File: config.mk
export PLATFORM = sky130hd
export DESIGN_NAME = lsc_shutdown_ctrl
export DESIGN_NICKNAME = d
export VERILOG_FILES = /design/src/hw/_unused_guard_placeholder.sv /design/src/hw/lsc_pkg.sv /design/src/hw/lsc_pin_if.sv /design/src/hw/lsc_shutdown_ctrl.sv /design/src/hw/lsc_pin_edge.sv
export VERILOG_INCLUDE_DIRS = /design/src /design/src/hw
export SDC_FILE = /design/constraint.sdc
export NUM_CORES = 1
export LEC_CHECK = 0
export BUFFER_PORTS_ARGS = -buffer_cell sky130_fd_sc_hd__buf_2
export CAP_MARGIN = 10
export CORE_MARGIN = 5
export CORE_UTILIZATION = 44
export CTS_CLUSTER_SIZE = 24
export DETAILED_ROUTE_END_ITERATION = 16
export GPL_TIMING_DRIVEN = 0
export PLACE_DENSITY = 0.75
export SYNTH_ARGS = -nofsm -noshare
export SYNTH_HDL_FRONTEND = slang
export SYNTH_SLANG_ARGS = --single-unit
File: constraint.sdc
create_clock -name mclk -period 1.3 [get_ports mclk]
set_input_delay 0.065 -clock mclk [delete_from_list [all_inputs] [get_ports mclk]]
set_output_delay 0.065 -clock mclk [all_outputs]
set_load 0.02 [all_outputs]
File: src/hw/lsc_cfg.svh
`ifndef LSC_CFG_SVH
`define LSC_CFG_SVH

// ************************************************************
// channel count and reset values
// ************************************************************
`define LSC_NUM_CH          18
`define LSC_RST_OUT_EN      18'h00000
`define LSC_RST_PIN_PREV    1'h1
`define LSC_RST_SPI_RST     1'h0
`define LSC_RST_SW_SHDN     1'h1
`define LSC_RST_HW_SHDN     1'h1
`define LSC_RST_REG_ACC     1'h0
`define LSC_RST_RUN         1'h0

`endif

File: src/hw/_unused_guard_placeholder.sv
`timescale 1ns/1ps
`default_nettype none
`default_nettype wire

File: src/hw/lsc_pkg.sv
`include "lsc_cfg.svh"

package lsc_pkg;

  // ************************************************************
  // operating modes of the shutdown controller
  // ************************************************************
  typedef enum logic [1:0] {
    LSC_MODE_RESET,
    LSC_MODE_SHUTDOWN,
    LSC_MODE_RUN
  } lsc_mode_t;

  // state of the pin edge tracker
  typedef struct packed {
    logic pin_prev;
    logic pin_high;
    logic rise;
  } lsc_edge_state_t;

  // state of the main controller
  typedef struct packed {
    lsc_mode_t               mode;
    logic [`LSC_NUM_CH-1:0]  out_en;
    logic                    spi_rst;
    logic                    sw_shdn;
    logic                    hw_shdn;
    logic                    reg_acc;
    logic                    running;
  } lsc_ctrl_state_t;

endpackage

File: src/hw/lsc_pin_if.sv
`timescale 1ns/1ps
`default_nettype none

// ************************************************************
// shutdown pin status between tracker and controller
// ************************************************************
interface lsc_pin_if;
  logic pin_high;
  logic rise;

  modport tracker (output pin_high, output rise);
  modport ctrl    (input  pin_high, input  rise);
endinterface

`default_nettype wire

File: src/hw/lsc_shutdown_ctrl.sv
// Functional notes
// - a software shutdown bit of 0 puts the device into software shutdown.
// - in software shutdown every output current source is off.
// - in software shutdown the registers stay reachable over the serial port.
// - a low shutdown pin puts the device into hardware shutdown.
// - in hardware shutdown all current sources are off whatever the registers hold.
// - a high shutdown pin takes the device out of hardware shutdown.
// - each rising edge of the shutdown pin returns the serial interface to idle.
// - that serial interface reset leaves every register value unchanged.
// - with the shutdown pin low, register reads and writes still work.
// - stored register data is kept through either shutdown mode.
`timescale 1ns/1ps
`default_nettype none

`include "lsc_cfg.svh"

module lsc_shutdown_ctrl (
  // clock, reset and enable
  input  wire logic                   mclk,
  input  wire logic                   rst_n,
  input  wire logic                   ce,
  // shutdown controls
  input  wire logic                   shutdown_pin_n,
  input  wire logic                   software_shutdown_bit,
  // per-channel drive requests from the pwm logic
  input  wire logic [`LSC_NUM_CH-1:0] ch_request,
  // current source enables
  output logic      [`LSC_NUM_CH-1:0] out_en,
  // serial interface idle reset, one-cycle pulse
  output logic                        spi_rst,
  // register file access permit, never a clear
  output logic                        reg_acc,
  // status
  output logic                        sw_shdn,
  output logic                        hw_shdn,
  output logic                        running
);

  // ************************************************************
  // pin tracking
  // ************************************************************
  lsc_pin_if pin_bus ();

  lsc_pin_edge u_pin_edge (
    .mclk           (mclk),
    .rst_n          (rst_n),
    .ce             (ce),
    .shutdown_pin_n (shutdown_pin_n),
    .pin            (pin_bus.tracker)
  );

  // ************************************************************
  // state
  // ************************************************************
  lsc_pkg::lsc_ctrl_state_t st_q;
  lsc_pkg::lsc_ctrl_state_t st_d;

  logic                   run_ok;
  logic [`LSC_NUM_CH-1:0] en_next;

  // both conditions needed to drive current
  assign run_ok = software_shutdown_bit & pin_bus.pin_high;

  // per-channel gating of the drive requests
  genvar ch;
  generate
    for (ch = 0; ch < `LSC_NUM_CH; ch = ch + 1) begin : g_ch
      assign en_next[ch] = run_ok & ch_request[ch];
    end
  endgenerate

  // next state
  always_comb begin
    st_d         = st_q;
    st_d.sw_shdn = ~software_shutdown_bit;
    st_d.hw_shdn = ~pin_bus.pin_high;
    st_d.out_en  = en_next;
    // idle the serial engine only; registers untouched
    st_d.spi_rst = pin_bus.rise;
    // registers reachable in every mode after reset
    st_d.reg_acc = 1'h1;
    case (st_q.mode)
      lsc_pkg::LSC_MODE_RESET: begin
        st_d.mode = lsc_pkg::LSC_MODE_SHUTDOWN;
      end
      lsc_pkg::LSC_MODE_SHUTDOWN: begin
        if (run_ok) begin
          st_d.mode = lsc_pkg::LSC_MODE_RUN;
        end
      end
      lsc_pkg::LSC_MODE_RUN: begin
        if (!run_ok) begin
          st_d.mode = lsc_pkg::LSC_MODE_SHUTDOWN;
        end
      end
      default: begin
        st_d.mode = lsc_pkg::LSC_MODE_SHUTDOWN;
      end
    endcase
    // run status registered alongside the mode
    st_d.running = (st_d.mode == lsc_pkg::LSC_MODE_RUN);
  end

  // state register, frozen while ce is low
  always_ff @(posedge mclk) begin
    if (!rst_n) begin
      st_q.mode    <= lsc_pkg::LSC_MODE_RESET;
      st_q.out_en  <= `LSC_RST_OUT_EN;
      st_q.spi_rst <= `LSC_RST_SPI_RST;
      st_q.sw_shdn <= `LSC_RST_SW_SHDN;
      st_q.hw_shdn <= `LSC_RST_HW_SHDN;
      st_q.reg_acc <= `LSC_RST_REG_ACC;
      st_q.running <= `LSC_RST_RUN;
    end else if (ce) begin
      st_q <= st_d;
    end
  end

  // ************************************************************
  // outputs, straight from flip-flops
  // ************************************************************
  assign out_en  = st_q.out_en;
  assign spi_rst = st_q.spi_rst;
  assign reg_acc = st_q.reg_acc;
  assign sw_shdn = st_q.sw_shdn;
  assign hw_shdn = st_q.hw_shdn;
  assign running = st_q.running;

endmodule

`default_nettype wire

File: src/hw/lsc_pin_edge.sv
`timescale 1ns/1ps
`default_nettype none

// ************************************************************
// shutdown pin level and rising edge tracker
// ************************************************************
module lsc_pin_edge (
  // clock and reset
  input  wire logic  mclk,
  input  wire logic  rst_n,
  input  wire logic  ce,
  // shutdown pin, synchronous to mclk
  input  wire logic  shutdown_pin_n,
  // status towards controller
  lsc_pin_if.tracker pin
);

  lsc_pkg::lsc_edge_state_t st_q;
  lsc_pkg::lsc_edge_state_t st_d;

  // next state: level copy and one-cycle rise pulse
  always_comb begin
    st_d          = st_q;
    st_d.pin_prev = shutdown_pin_n;
    st_d.pin_high = shutdown_pin_n;
    st_d.rise     = shutdown_pin_n & ~st_q.pin_prev;
  end

  // state register, frozen while ce is low
  always_ff @(posedge mclk) begin
    if (!rst_n) begin
      st_q.pin_prev <= `LSC_RST_PIN_PREV;
      st_q.pin_high <= 1'h0;
      st_q.rise     <= 1'h0;
    end else if (ce) begin
      st_q <= st_d;
    end
  end

  assign pin.pin_high = st_q.pin_high;
  assign pin.rise     = st_q.rise;

endmodule

`default_nettype wire

==> impl_metrics.csv, run 1 <==
group,metric,value,unit
cells_and_area,areaGrowthSynthToFinish,40.6,%
run,maxCapViolations,0,
cells_and_area,regMostFlops,"out_en",
yosys,ys_ff_latch,28,
cells_and_area,seq_area,567,um^2
cells_and_area,drive_gt1_share,37.4,%
yosys,syn_nets,171,
critical_path,crit_path_end_kind,"register",
place,dp.cells,222,
yosys,synth_top_area_share,43.0,%
cells_and_area,largest_register_ffs,18,
clocking,cts_tree,"done",
place,placed_area,1570,um^2
critical_path,slowest_delay,0.39,ns
route,antenna_left,0,
grt,grt_usage,15.1,%
cells_and_area,multi_input_area,568,um^2
cells_and_area,nets,240,
yosys,synth_cell_types,23,
timing,timing.fmax,800,MHz
route,num_vias,1114,
die,initial_core_util,46.4,%
power,leakagePower,0.855,nW
cells_and_area,stdcell_area,1830,um^2
place,portBuffers,45,
critical_path,worst-path-max-fanout,4,
grt,grt_max_degree,17,
route,routedWlPerCell,12.4,um
timing,finalCriticalPeriod,1.25,ns
critical_path,arrival,1.48,ns
outcome,status,"finished, final reports clean",
min_path,worstHoldPathCells,3,
grt,antenna_found_initial,0,
timing,period_share,96.2,%
critical_path,crit_cells,5,
grt,grt_pass1_vias,1137,
cells_and_area,antenna_cells,0,
clocking,ctsLongestPathBuffers,2,
power,combPwrFrac,13.1,%
die,num_rows,19,
route,vias_per_cell,4.55,
place,place_hpwl,2.07,mm
grt,grt_pass1_wl,5.00,mm
cells_and_area,finalNonFillerCells,245,
power,power.switching,0.361,mW
die,io_pins,46,
route,remaining_drc_errors,0,
critical_path,r2r_cells,5,
min_path,hold_path_class,"in2reg",
clocking,clock-sinks,28,
clocking,cts-buffers-inserted,3,
power,power_frac_seq,53.1,%
timing,hold_viol,0,
die,dieWidth,64.4,um
clocking,htree_levels,1,
power,pwr-share-clk,33.8,%
timing,worst_pin_slew,0.432,ns
timing,setup_viol,0,
clocking,cts.clk_slew.worst_paths,0.15,ns
yosys,syn_area,1300,um^2
grt,grt-ovfl-total,0,
route,drt_iter0_markers,29,
timing,hold_slack,0.0125,ns
critical_path,crit_type,"reg2reg",
yosys,yosys.area.top_type,"dfxtp_1",
critical_path,critical_path_buf_inv_count,1,
timing,tns,0,ns
critical_path,cpMaxStageDelayCell,"dfxtp_4",
critical_path,cp_top_family,"compound AO/OA/AOI/OAI gates",
place,finalWeightedCongestion,0.719,
critical_path,worst_setup_path_start_kind,"register",
power,vdd_drop_max,0.492,mV
clocking,clk_latency,0.32,ns
die,dieArea,4150,um^2
route,routed_wl,3.05,mm
power,p_per_area,912,nW/um^2
yosys,ys_warn_count,0,
power,swShare,21.6,%
timing,max_slew_margin,71.2,%
cells_and_area,fillers,251,
critical_path,r2r_slack,0.05,ns
timing,final_max_slew_viol_count,0,
yosys,seq_area_frac_synth,43.0,%
die,die_h,64.4,um
yosys,avgSynthCellArea,8.92,um^2
cells_and_area,utilization,65.3,%
timing,skew,0.00124,ns
power,internal_power,1.31,mW
yosys,yosys-top-cells-area,"dfxtp_1 (43%), nor2b_1 (16%), buf_4 (11%)",
critical_path,crit_chain,"inv_1, ha_2, a21o_1, nand2_1, a32o_1",
critical_path,cp_data_required_time,1.53,ns
cells_and_area,top_regs,"out_en x18, st_q x2",
yosys,netlist_instances,146,
route,drtPass1Iterations,3,
die,coreArea,2810,um^2
clocking,cts_root_buf,"clkbuf_4",
-- worst paths after layout --
check                                    start    endpoint
worst max-delay path                  st_q[24]     running
worst min-delay path            ch_request[17]  out_en[17]
worst max register to register        st_q[24]     running
worst min register to register         reg_acc     reg_acc
-- cells in the mapped netlist --
cell,instances
a21boi_0,2
a21o_1,1
a21oi_1,21
a31oi_1,1
a32o_1,1
and2b_1,4
and3_1,2
buf_2,1
buf_4,19
buf_6,2
clkbuf_1,4
dfxtp_1,28
ha_1,2
inv_1,2
mux2i_1,1
nand2_1,8
nand2b_1,4
nand3_1,1
nand3b_1,1
nor2b_1,34
nor3b_2,1
o21a_1,2
o21ai_0,4
-- power groups by stage --
stage	Combinational [mW]	Sequential (mW)	Clock, mW
after floorplan	0.0933	0.911	0
after global placement	0.158	0.906	0
after detailed placement	0.164	0.907	0
after CTS	0.213	0.888	0.579
after global routing	0.238	0.891	0.619
final	0.219	0.887	0.565
-- cells by family after synthesis --
kind of cell | after synthesis | share of synthesized area, %
AND/OR/NAND/NOR | 55 | 25.7
AO/OA/AOI/OAI | 32 | 13.7
buffers and inverters | 28 | 14.8
flip-flops | 28 | 43.0
adder cells (fa/ha/maj) | 2 | 1.92
multiplexers | 1 | 0.769
-- stage by stage --
step / worst slack [ns] / total power [mW]
final: 0.0495 / 1.67
after global routing: -0.0334 / 1.75
after CTS: 0.0250 / 1.68
after detailed placement: -0.0789 / 1.07
after global placement: -0.0232 / 1.06
after floorplan: 0.0164 / 1.00
-- placed cells by master, fill, tap and decap left out, types with 2 or more instances in the layout --
cell type      netlist  layout
buf_4               19      20
dfxtp_2              0       2
and3_1               2       2
buf_2                1      46
a21oi_1             21      20
nor2b_1             34      34
clkbuf_4             0       3
buf_6                2       2
dfxtp_1             28      25
clkbuf_1             4       4
nand2b_1             4       4
o21a_1               2       2
o21ai_0              4       3
dlygate4sd3_1        0      18
and2b_1              4       4
a21boi_0             2       2
nand2_1              8       8
-- timing repair --
action                                  in CTS  in global routing
hold buffers                                17                  1
endpoints found under the setup margin       2                  2
cloned                                       0                  0
gates resized for setup                      4                  5
buffers inserted                             1                  0
pin swaps                                    0                  3
endpoints found under the hold margin       17                  1
-- per-layer routing --
metal  share of wire [%]  global-route usage (%)  vias up
met2                  52                    28.9       23
met1                  43                    16.4      495
met5                   0                       0        -
met4                0.62                    4.75        0
li1                    -                       -      594
met3                 4.6                    3.15        2
-- cell type report --
class | count | area share [%]
sequential | 28 | 30.9
inverter | 2 | 0.410
clock buffer | 3 | 1.23
timing repair buffer | 64 | 22.5
clock inverter | 1 | 1.64
tap | 31 | 2.12
buffer | 26 | 10.1
multi-input combinational | 90 | 31.0
-- tightest hold or removal path: stages --
cell     delay (ns)
buf_2          0.08
a21oi_1        0.05
nor2b_1        0.11
No activity file was read; power rests on OpenSTA's default activity.
==> run 2: changes to the inputs <==
CELL_PAD_IN_SITES_DETAIL_PLACEMENT = 0   (was unset)
CELL_PAD_IN_SITES_GLOBAL_PLACEMENT = 1   (was unset)
CORE_UTILIZATION = 32   (was 44)
PLACE_DENSITY = unset   (was 0.75)
PLACE_DENSITY_LB_ADDON = 0.1   (was unset)
==> run 2 against run 1 <==
Compared with the run above: sequential share of layout area up 2.7 points; flip-flop and latch count unchanged; count of clock-buffer cells in the layout up 1; first-iteration DRC count down 48%; die area up 31%; clock skew about the same; register-to-register slack about the same; highest routed layer unchanged; non-clock buffer count down 18; clock power down 7.3%; critical endpoint unchanged; fmax down 0.66%.
==> impl_metrics.csv, run 2 (synthesis gave the netlist of run 1 again) <==
group,metric,value,unit
min_path,hold_path_class,"in2reg",
cells_and_area,multi_input_area,572,um^2
route,drt_iter0_markers,15,
critical_path,worst_setup_path_start_kind,"register",
die,dieWidth,73.8,um
grt,antenna_found_initial,0,
timing,hold_slack,0.0361,ns
route,routedWlPerCell,11.9,um
clocking,cts_hold_buf,0,
cells_and_area,final_cell_mix,"buf_2 (46), nor2b_1 (34), dfxtp_1 (26)",
critical_path,r2r_slack,0.04,ns
critical_path,reg2reg_to,"running",
outcome,status,"finished, final reports clean",
critical_path,crit_path_end,"running",
timing,finalCriticalPeriod,1.26,ns
timing,worst_pin_slew,0.450,ns
die,initial_core_util,32.8,%
cells_and_area,seq_area,566,um^2
die,io_pins,46,
power,internal_power,1.23,mW
die,die_h,73.8,um
timing,hold_viol,0,
die,coreArea,3970,um^2
clocking,ctsLongestPathBuffers,2,
timing,setup_ws,0.0413,ns
critical_path,r2r_cells,5,
power,leakagePower,0.781,nW
cells_and_area,areaGrowthSynthToFinish,29.0,%
route,remaining_drc_errors,0,
timing,max_slew_margin,70.0,%
grt,grt_pass1_wl,4.60,mm
clocking,cts-buffers-inserted,3,
critical_path,startpoint,"st_q[23]",
critical_path,crit_type,"reg2reg",
place,place_hpwl,2.10,mm
power,combPwrFrac,11.3,%
critical_path,worst-path-max-fanout,3,
cells_and_area,utilization,42.3,%
place,place_ws,-0.0880,ns
critical_path,arrival,1.43,ns
cells_and_area,antenna_cells,0,
cells_and_area,top_regs,"out_en x18, st_q x2",
critical_path,reg2reg_from,"st_q[23]",
clocking,cts.clk_slew.worst_paths,0.09,ns
cells_and_area,nets,222,
critical_path,crit_path_end_kind,"register",
place,portBuffers,45,
route,vias_per_cell,4.35,
grt,grt_pass1_vias,1040,
die,num_rows,23,
timing,skew,0.000809,ns
clocking,cts_root_buf,"clkbuf_8",
cells_and_area,fillers,404,
clocking,cts_tree,"done",
power,p_per_area,945,nW/um^2
timing,timing.fmax,794,MHz
route,num_vias,1069,
timing,final_max_slew_viol_count,0,
power,power,1.59,mW
timing,setup_viol,0,
power,pwr-share-clk,33.0,%
critical_path,cp_data_required_time,1.47,ns
power,power.switching,0.355,mW
place,placed_area,1590,um^2
grt,grt-ovfl-total,0,
die,dieArea,5450,um^2
power,swShare,22.4,%
cells_and_area,finalNonFillerCells,246,
clocking,clk_latency,0.27,ns
route,drtPass1Iterations,4,
place,finalWeightedCongestion,0.693,
cells_and_area,drive_gt1_share,40.3,%
grt,grt_max_degree,16,
clocking,clock-sinks,28,
timing,tns,0,ns
power,power_frac_seq,55.7,%
place,dp.cells,241,
grt,grt_usage,10.8,%
route,antenna_left,0,
run,maxCapViolations,0,
clocking,htree_levels,1,
timing,period_share,96.8,%
cells_and_area,largest_register_ffs,18,
cells_and_area,stdcell_area,1680,um^2
route,routed_wl,2.92,mm
cells_and_area,layout_commonest_cell,"buf_2",
power,vdd_drop_max,0.475,mV
cells_and_area,regMostFlops,"out_en",
==> run 2: timing repair <==
action / 4_1_cts / 5_1_grt
setup endpoints to repair: 1 / 1
gates resized for setup: 4 / 3
pin swaps: 0 / 2
setup buffers: 1 / 0
==> run 2: layout make-up <==
type	count	share of cell area, %
timing repair buffer	46	13.8
sequential	28	33.7
multi-input combinational	90	34.0
tap	50	3.72
buffer	26	11.0
clock buffer	4	3.28
inverter	2	0.447
==> run 2: routing by layer <==
layer / share of wire (%) / global-route usage [%] / wire length [um] / vias up
met5: 0 / 0 / 0 / -
met2: 50 / 18.4 / 1450 / 28
met4: 1.5 / 5.23 / 45 / 0
met1: 42 / 12.6 / 1220 / 481
met3: 6.8 / 2.33 / 198 / 6
li1: - / - / - / 554
==> run 2: power groups by stage <==
stage          Sequential [mW]  Clock, mW  Combinational [mW]
4_1_cts                  0.887      0.558               0.178
2_1_floorplan            0.911          0              0.0933
5_1_grt                  0.888      0.586               0.197
3_3_place_gp             0.906          0               0.163
6_report                 0.885      0.524               0.179
3_5_place_dp             0.907          0               0.167
==> run 2: how the worst min path moves through the flow <==
stage / to / startpoint / cells past startpoint
2_1_floorplan: u_pin_edge.st_q[2] / shutdown_pin_n / 2
3_3_place_gp: out_en[8] / ch_request[8] / 3
6_report: u_pin_edge.st_q[2] / shutdown_pin_n / 3
5_1_grt: out_en[14] / ch_request[14] / 3
3_5_place_dp: u_pin_edge.st_q[2] / shutdown_pin_n / 3
4_1_cts: u_pin_edge.st_q[2] / shutdown_pin_n / 3
==> run 2: critical path, cell delays in order (launching register included) <==
cell	delay (ns)
dfxtp_2	0.36
inv_1	0.07
ha_4	0.28
a21oi_2	0.04
and3_1	0.16
a32o_1	0.25
==> run 3: changes to the inputs <==
ABC_AREA = 1   (was unset)
CORE_UTILIZATION = 33   (was 32)
CTS_BUF_LIST = sky130_fd_sc_hd__clkbuf_4   (was unset)
==> run 3 against run 2 <==
Compared with the run above: die area up 3.9%; worst setup slack improved by 0.047 ns; routed wire length up 18%; sequential share of layout area is 2.0 points lower; critical endpoint is now st_q[24]; sequential power is 5.0% higher; largest power group unchanged; first-iteration DRC count grew to 2.9 times the previous value.
==> impl_metrics.csv, run 3 <==
group,metric,value,unit
outcome,status,"finished, final reports clean",
grt,grt_pass1_vias,1224,
timing,setup_ws,0.0880,ns
cells_and_area,regMostFlops,"out_en",
route,remaining_drc_errors,0,
route,drtPass1Iterations,4,
route,num_vias,1286,
timing,tns,0,ns
die,initial_core_util,34.6,%
critical_path,worst_setup_path_start_kind,"register",
critical_path,crit_path_end_kind,"register",
grt,grt_pass1_wl,5.64,mm
grt,grt_max_degree,15,
timing,finalCriticalPeriod,1.21,ns
cells_and_area,top_regs,"out_en x18, st_q x2",
timing,timing.fmax,825,MHz
clocking,cts_tree,"done",
grt,antenna_found_initial,0,
yosys,yosys-top-cells-area,"dfxtp_1 (40%), buf_4 (9.6%), o211ai_1 (9.6%)",
timing,period_share,93.2,%
place,place_ws,0.00490,ns
run,maxCapViolations,0,
die,io_pins,46,
yosys,avgSynthCellArea,7.89,um^2
cells_and_area,layout_commonest_cell,"buf_2",
place,finalWeightedCongestion,0.724,
route,routedWlPerCell,12.3,um
yosys,syn_nets,203,
timing,setup_viol,0,
route,vias_per_cell,4.61,
power,p_per_area,914,nW/um^2
min_path,hold_path_class,"in2reg",
grt,grt_usage,12.6,%
cells_and_area,antenna_cells,0,
die,die_h,75.2,um
place,dp.cells,272,
critical_path,crit_type,"reg2reg",
yosys,async_reset_ff_share,0,%
cells_and_area,finalNonFillerCells,279,
route,antenna_left,0,
place,place_hpwl,2.54,mm
timing,max_slew_margin,81.3,%
clocking,cts_root_buf,"clkbuf_4",
yosys,ys.flop_type,"dfxtp_1",
die,dieWidth,75.2,um
cells_and_area,fillers,419,
clocking,ctsLongestPathBuffers,2,
route,drt_iter0_markers,43,
yosys,ys_ff_latch,28,
timing,hold_viol,0,
yosys,seq_area_frac_synth,39.9,%
critical_path,cp_data_required_time,1.53,ns
grt,grt-ovfl-total,0,
clocking,clock-sinks,28,
cells_and_area,largest_register_ffs,18,
die,dieArea,5660,um^2
cells_and_area,final_cell_mix,"buf_2 (54), nand2_1 (30), dfxtp_1 (26)",
clocking,cts-buffers-inserted,3,
power,leakagePower,0.980,nW
clocking,clk_latency,0.32,ns
timing,rsz0062_at_grt,"false",
yosys,yosys.area.top_type,"dfxtp_1",
place,portBuffers,44,
yosys,synth_cell_types,18,
timing,skew,0.00407,ns
cells_and_area,nets,256,
critical_path,arrival,1.45,ns
die,coreArea,4060,um^2
critical_path,worst-path-max-fanout,4,
timing,final_max_slew_viol_count,0,
yosys,synth_top_cells_by_count,"nand2_1 (30), dfxtp_1 (28), inv_1 (24), buf_4 (18), o211ai_1 (18)",
timing,worst_pin_slew,0.280,ns
clocking,htree_levels,1,
route,routed_wl,3.44,mm
yosys,syn_area,1400,um^2
power,vdd_drop_max,0.484,mV
yosys,synth_top_area_share,39.9,%
cells_and_area,areaGrowthSynthToFinish,27.3,%
cells_and_area,drive_gt1_share,43.2,%
yosys,yosysMostFrequentCell,"nand2_1",
yosys,netlist_instances,178,
yosys,synth_edf_count,0,
clocking,cts.clk_slew.worst_paths,0.14,ns
yosys,ys_warn_count,0,
die,num_rows,23,
run 3: worst max-delay path, cell delays in order (launching register included):
cell,delay (ns)
dfxtp_4,0.38
buf_6,0.11
ha_4,0.15
nand3_1,0.08
nand2_1,0.05
clkinv_1,0.05
nor2_2,0.03
buf_4,0.12
o21a_1,0.15
run 3: worst paths after layout:
| kind | cells after the start | slack (ns) | start | endpoint |
|---|---|---|---|---|
| min reg2reg | 2 | 0.48 | reg_acc | reg_acc |
| max | 8 | 0.09 | st_q[23] | st_q[24] |
| min | 5 | 0.07 | ch_request[3] | out_en[3] |
| max reg2reg | 8 | 0.09 | st_q[23] | st_q[24] |
run 3: metal layers:
metal	share of wire [%]	vias up	global-route usage, %	routed length (um)
li1	-	658	-	-
met4	0.96	0	2.91	33
met5	0	-	0	0
met3	8.9	4	3.34	308
met2	46	35	21.1	1600
met1	44	589	16.3	1500
run 3: kinds of logic after synthesis:
kind of cell | synth area share (%)
AO/OA/AOI/OAI | 13.6
adder cells (fa/ha/maj) | 1.78
buffers and inverters | 22.6
AND/OR/NAND/NOR | 22.0
flip-flops | 39.9
run 3: layout make-up:
| cell class | instances | area [um^2] | share of cell area [%] |
|---|---|---|---|
| well taps | 50 | 62.6 | 3.50 |
| plain buffers | 30 | 216 | 12.1 |
| flip-flops and latches | 28 | 566 | 31.7 |
| clock buffers | 3 | 22.5 | 1.26 |
| multi-input cells | 93 | 559 | 31.3 |
| inverters | 27 | 101 | 5.67 |
| repair buffers | 48 | 259 | 14.5 |
run 3: power by group:
group / internal, mW / total [mW] / switching, mW
Sequential: 0.903 / 0.929 / 0.0262
Clock: 0.109 / 0.354 / 0.245
Combinational: 0.156 / 0.350 / 0.194
Total: 1.17 / 1.63 / 0.465
run 3: through the flow:
stage	hold WS (ns)	cell area, um^2	total power [mW]	util (%)
after detailed placement	0.347	1690	1.28	41.6
after floorplan	0.201	1400	1.17	-
final	0.0728	1790	1.63	44.0
after global placement	0.339	1690	1.28	41.6
after global routing	0.0552	1790	1.75	44.0
after CTS	0.0613	1730	1.66	42.6
run 3: repair_timing:
item | in CTS | in global routing
pin swaps | 0 | 6
gates resized for setup | 1 | 11
endpoints found under the setup margin | 1 | 3
endpoints found under the hold margin | 2 | 0
setup buffers | 0 | 2
hold buffers | 2 | 0
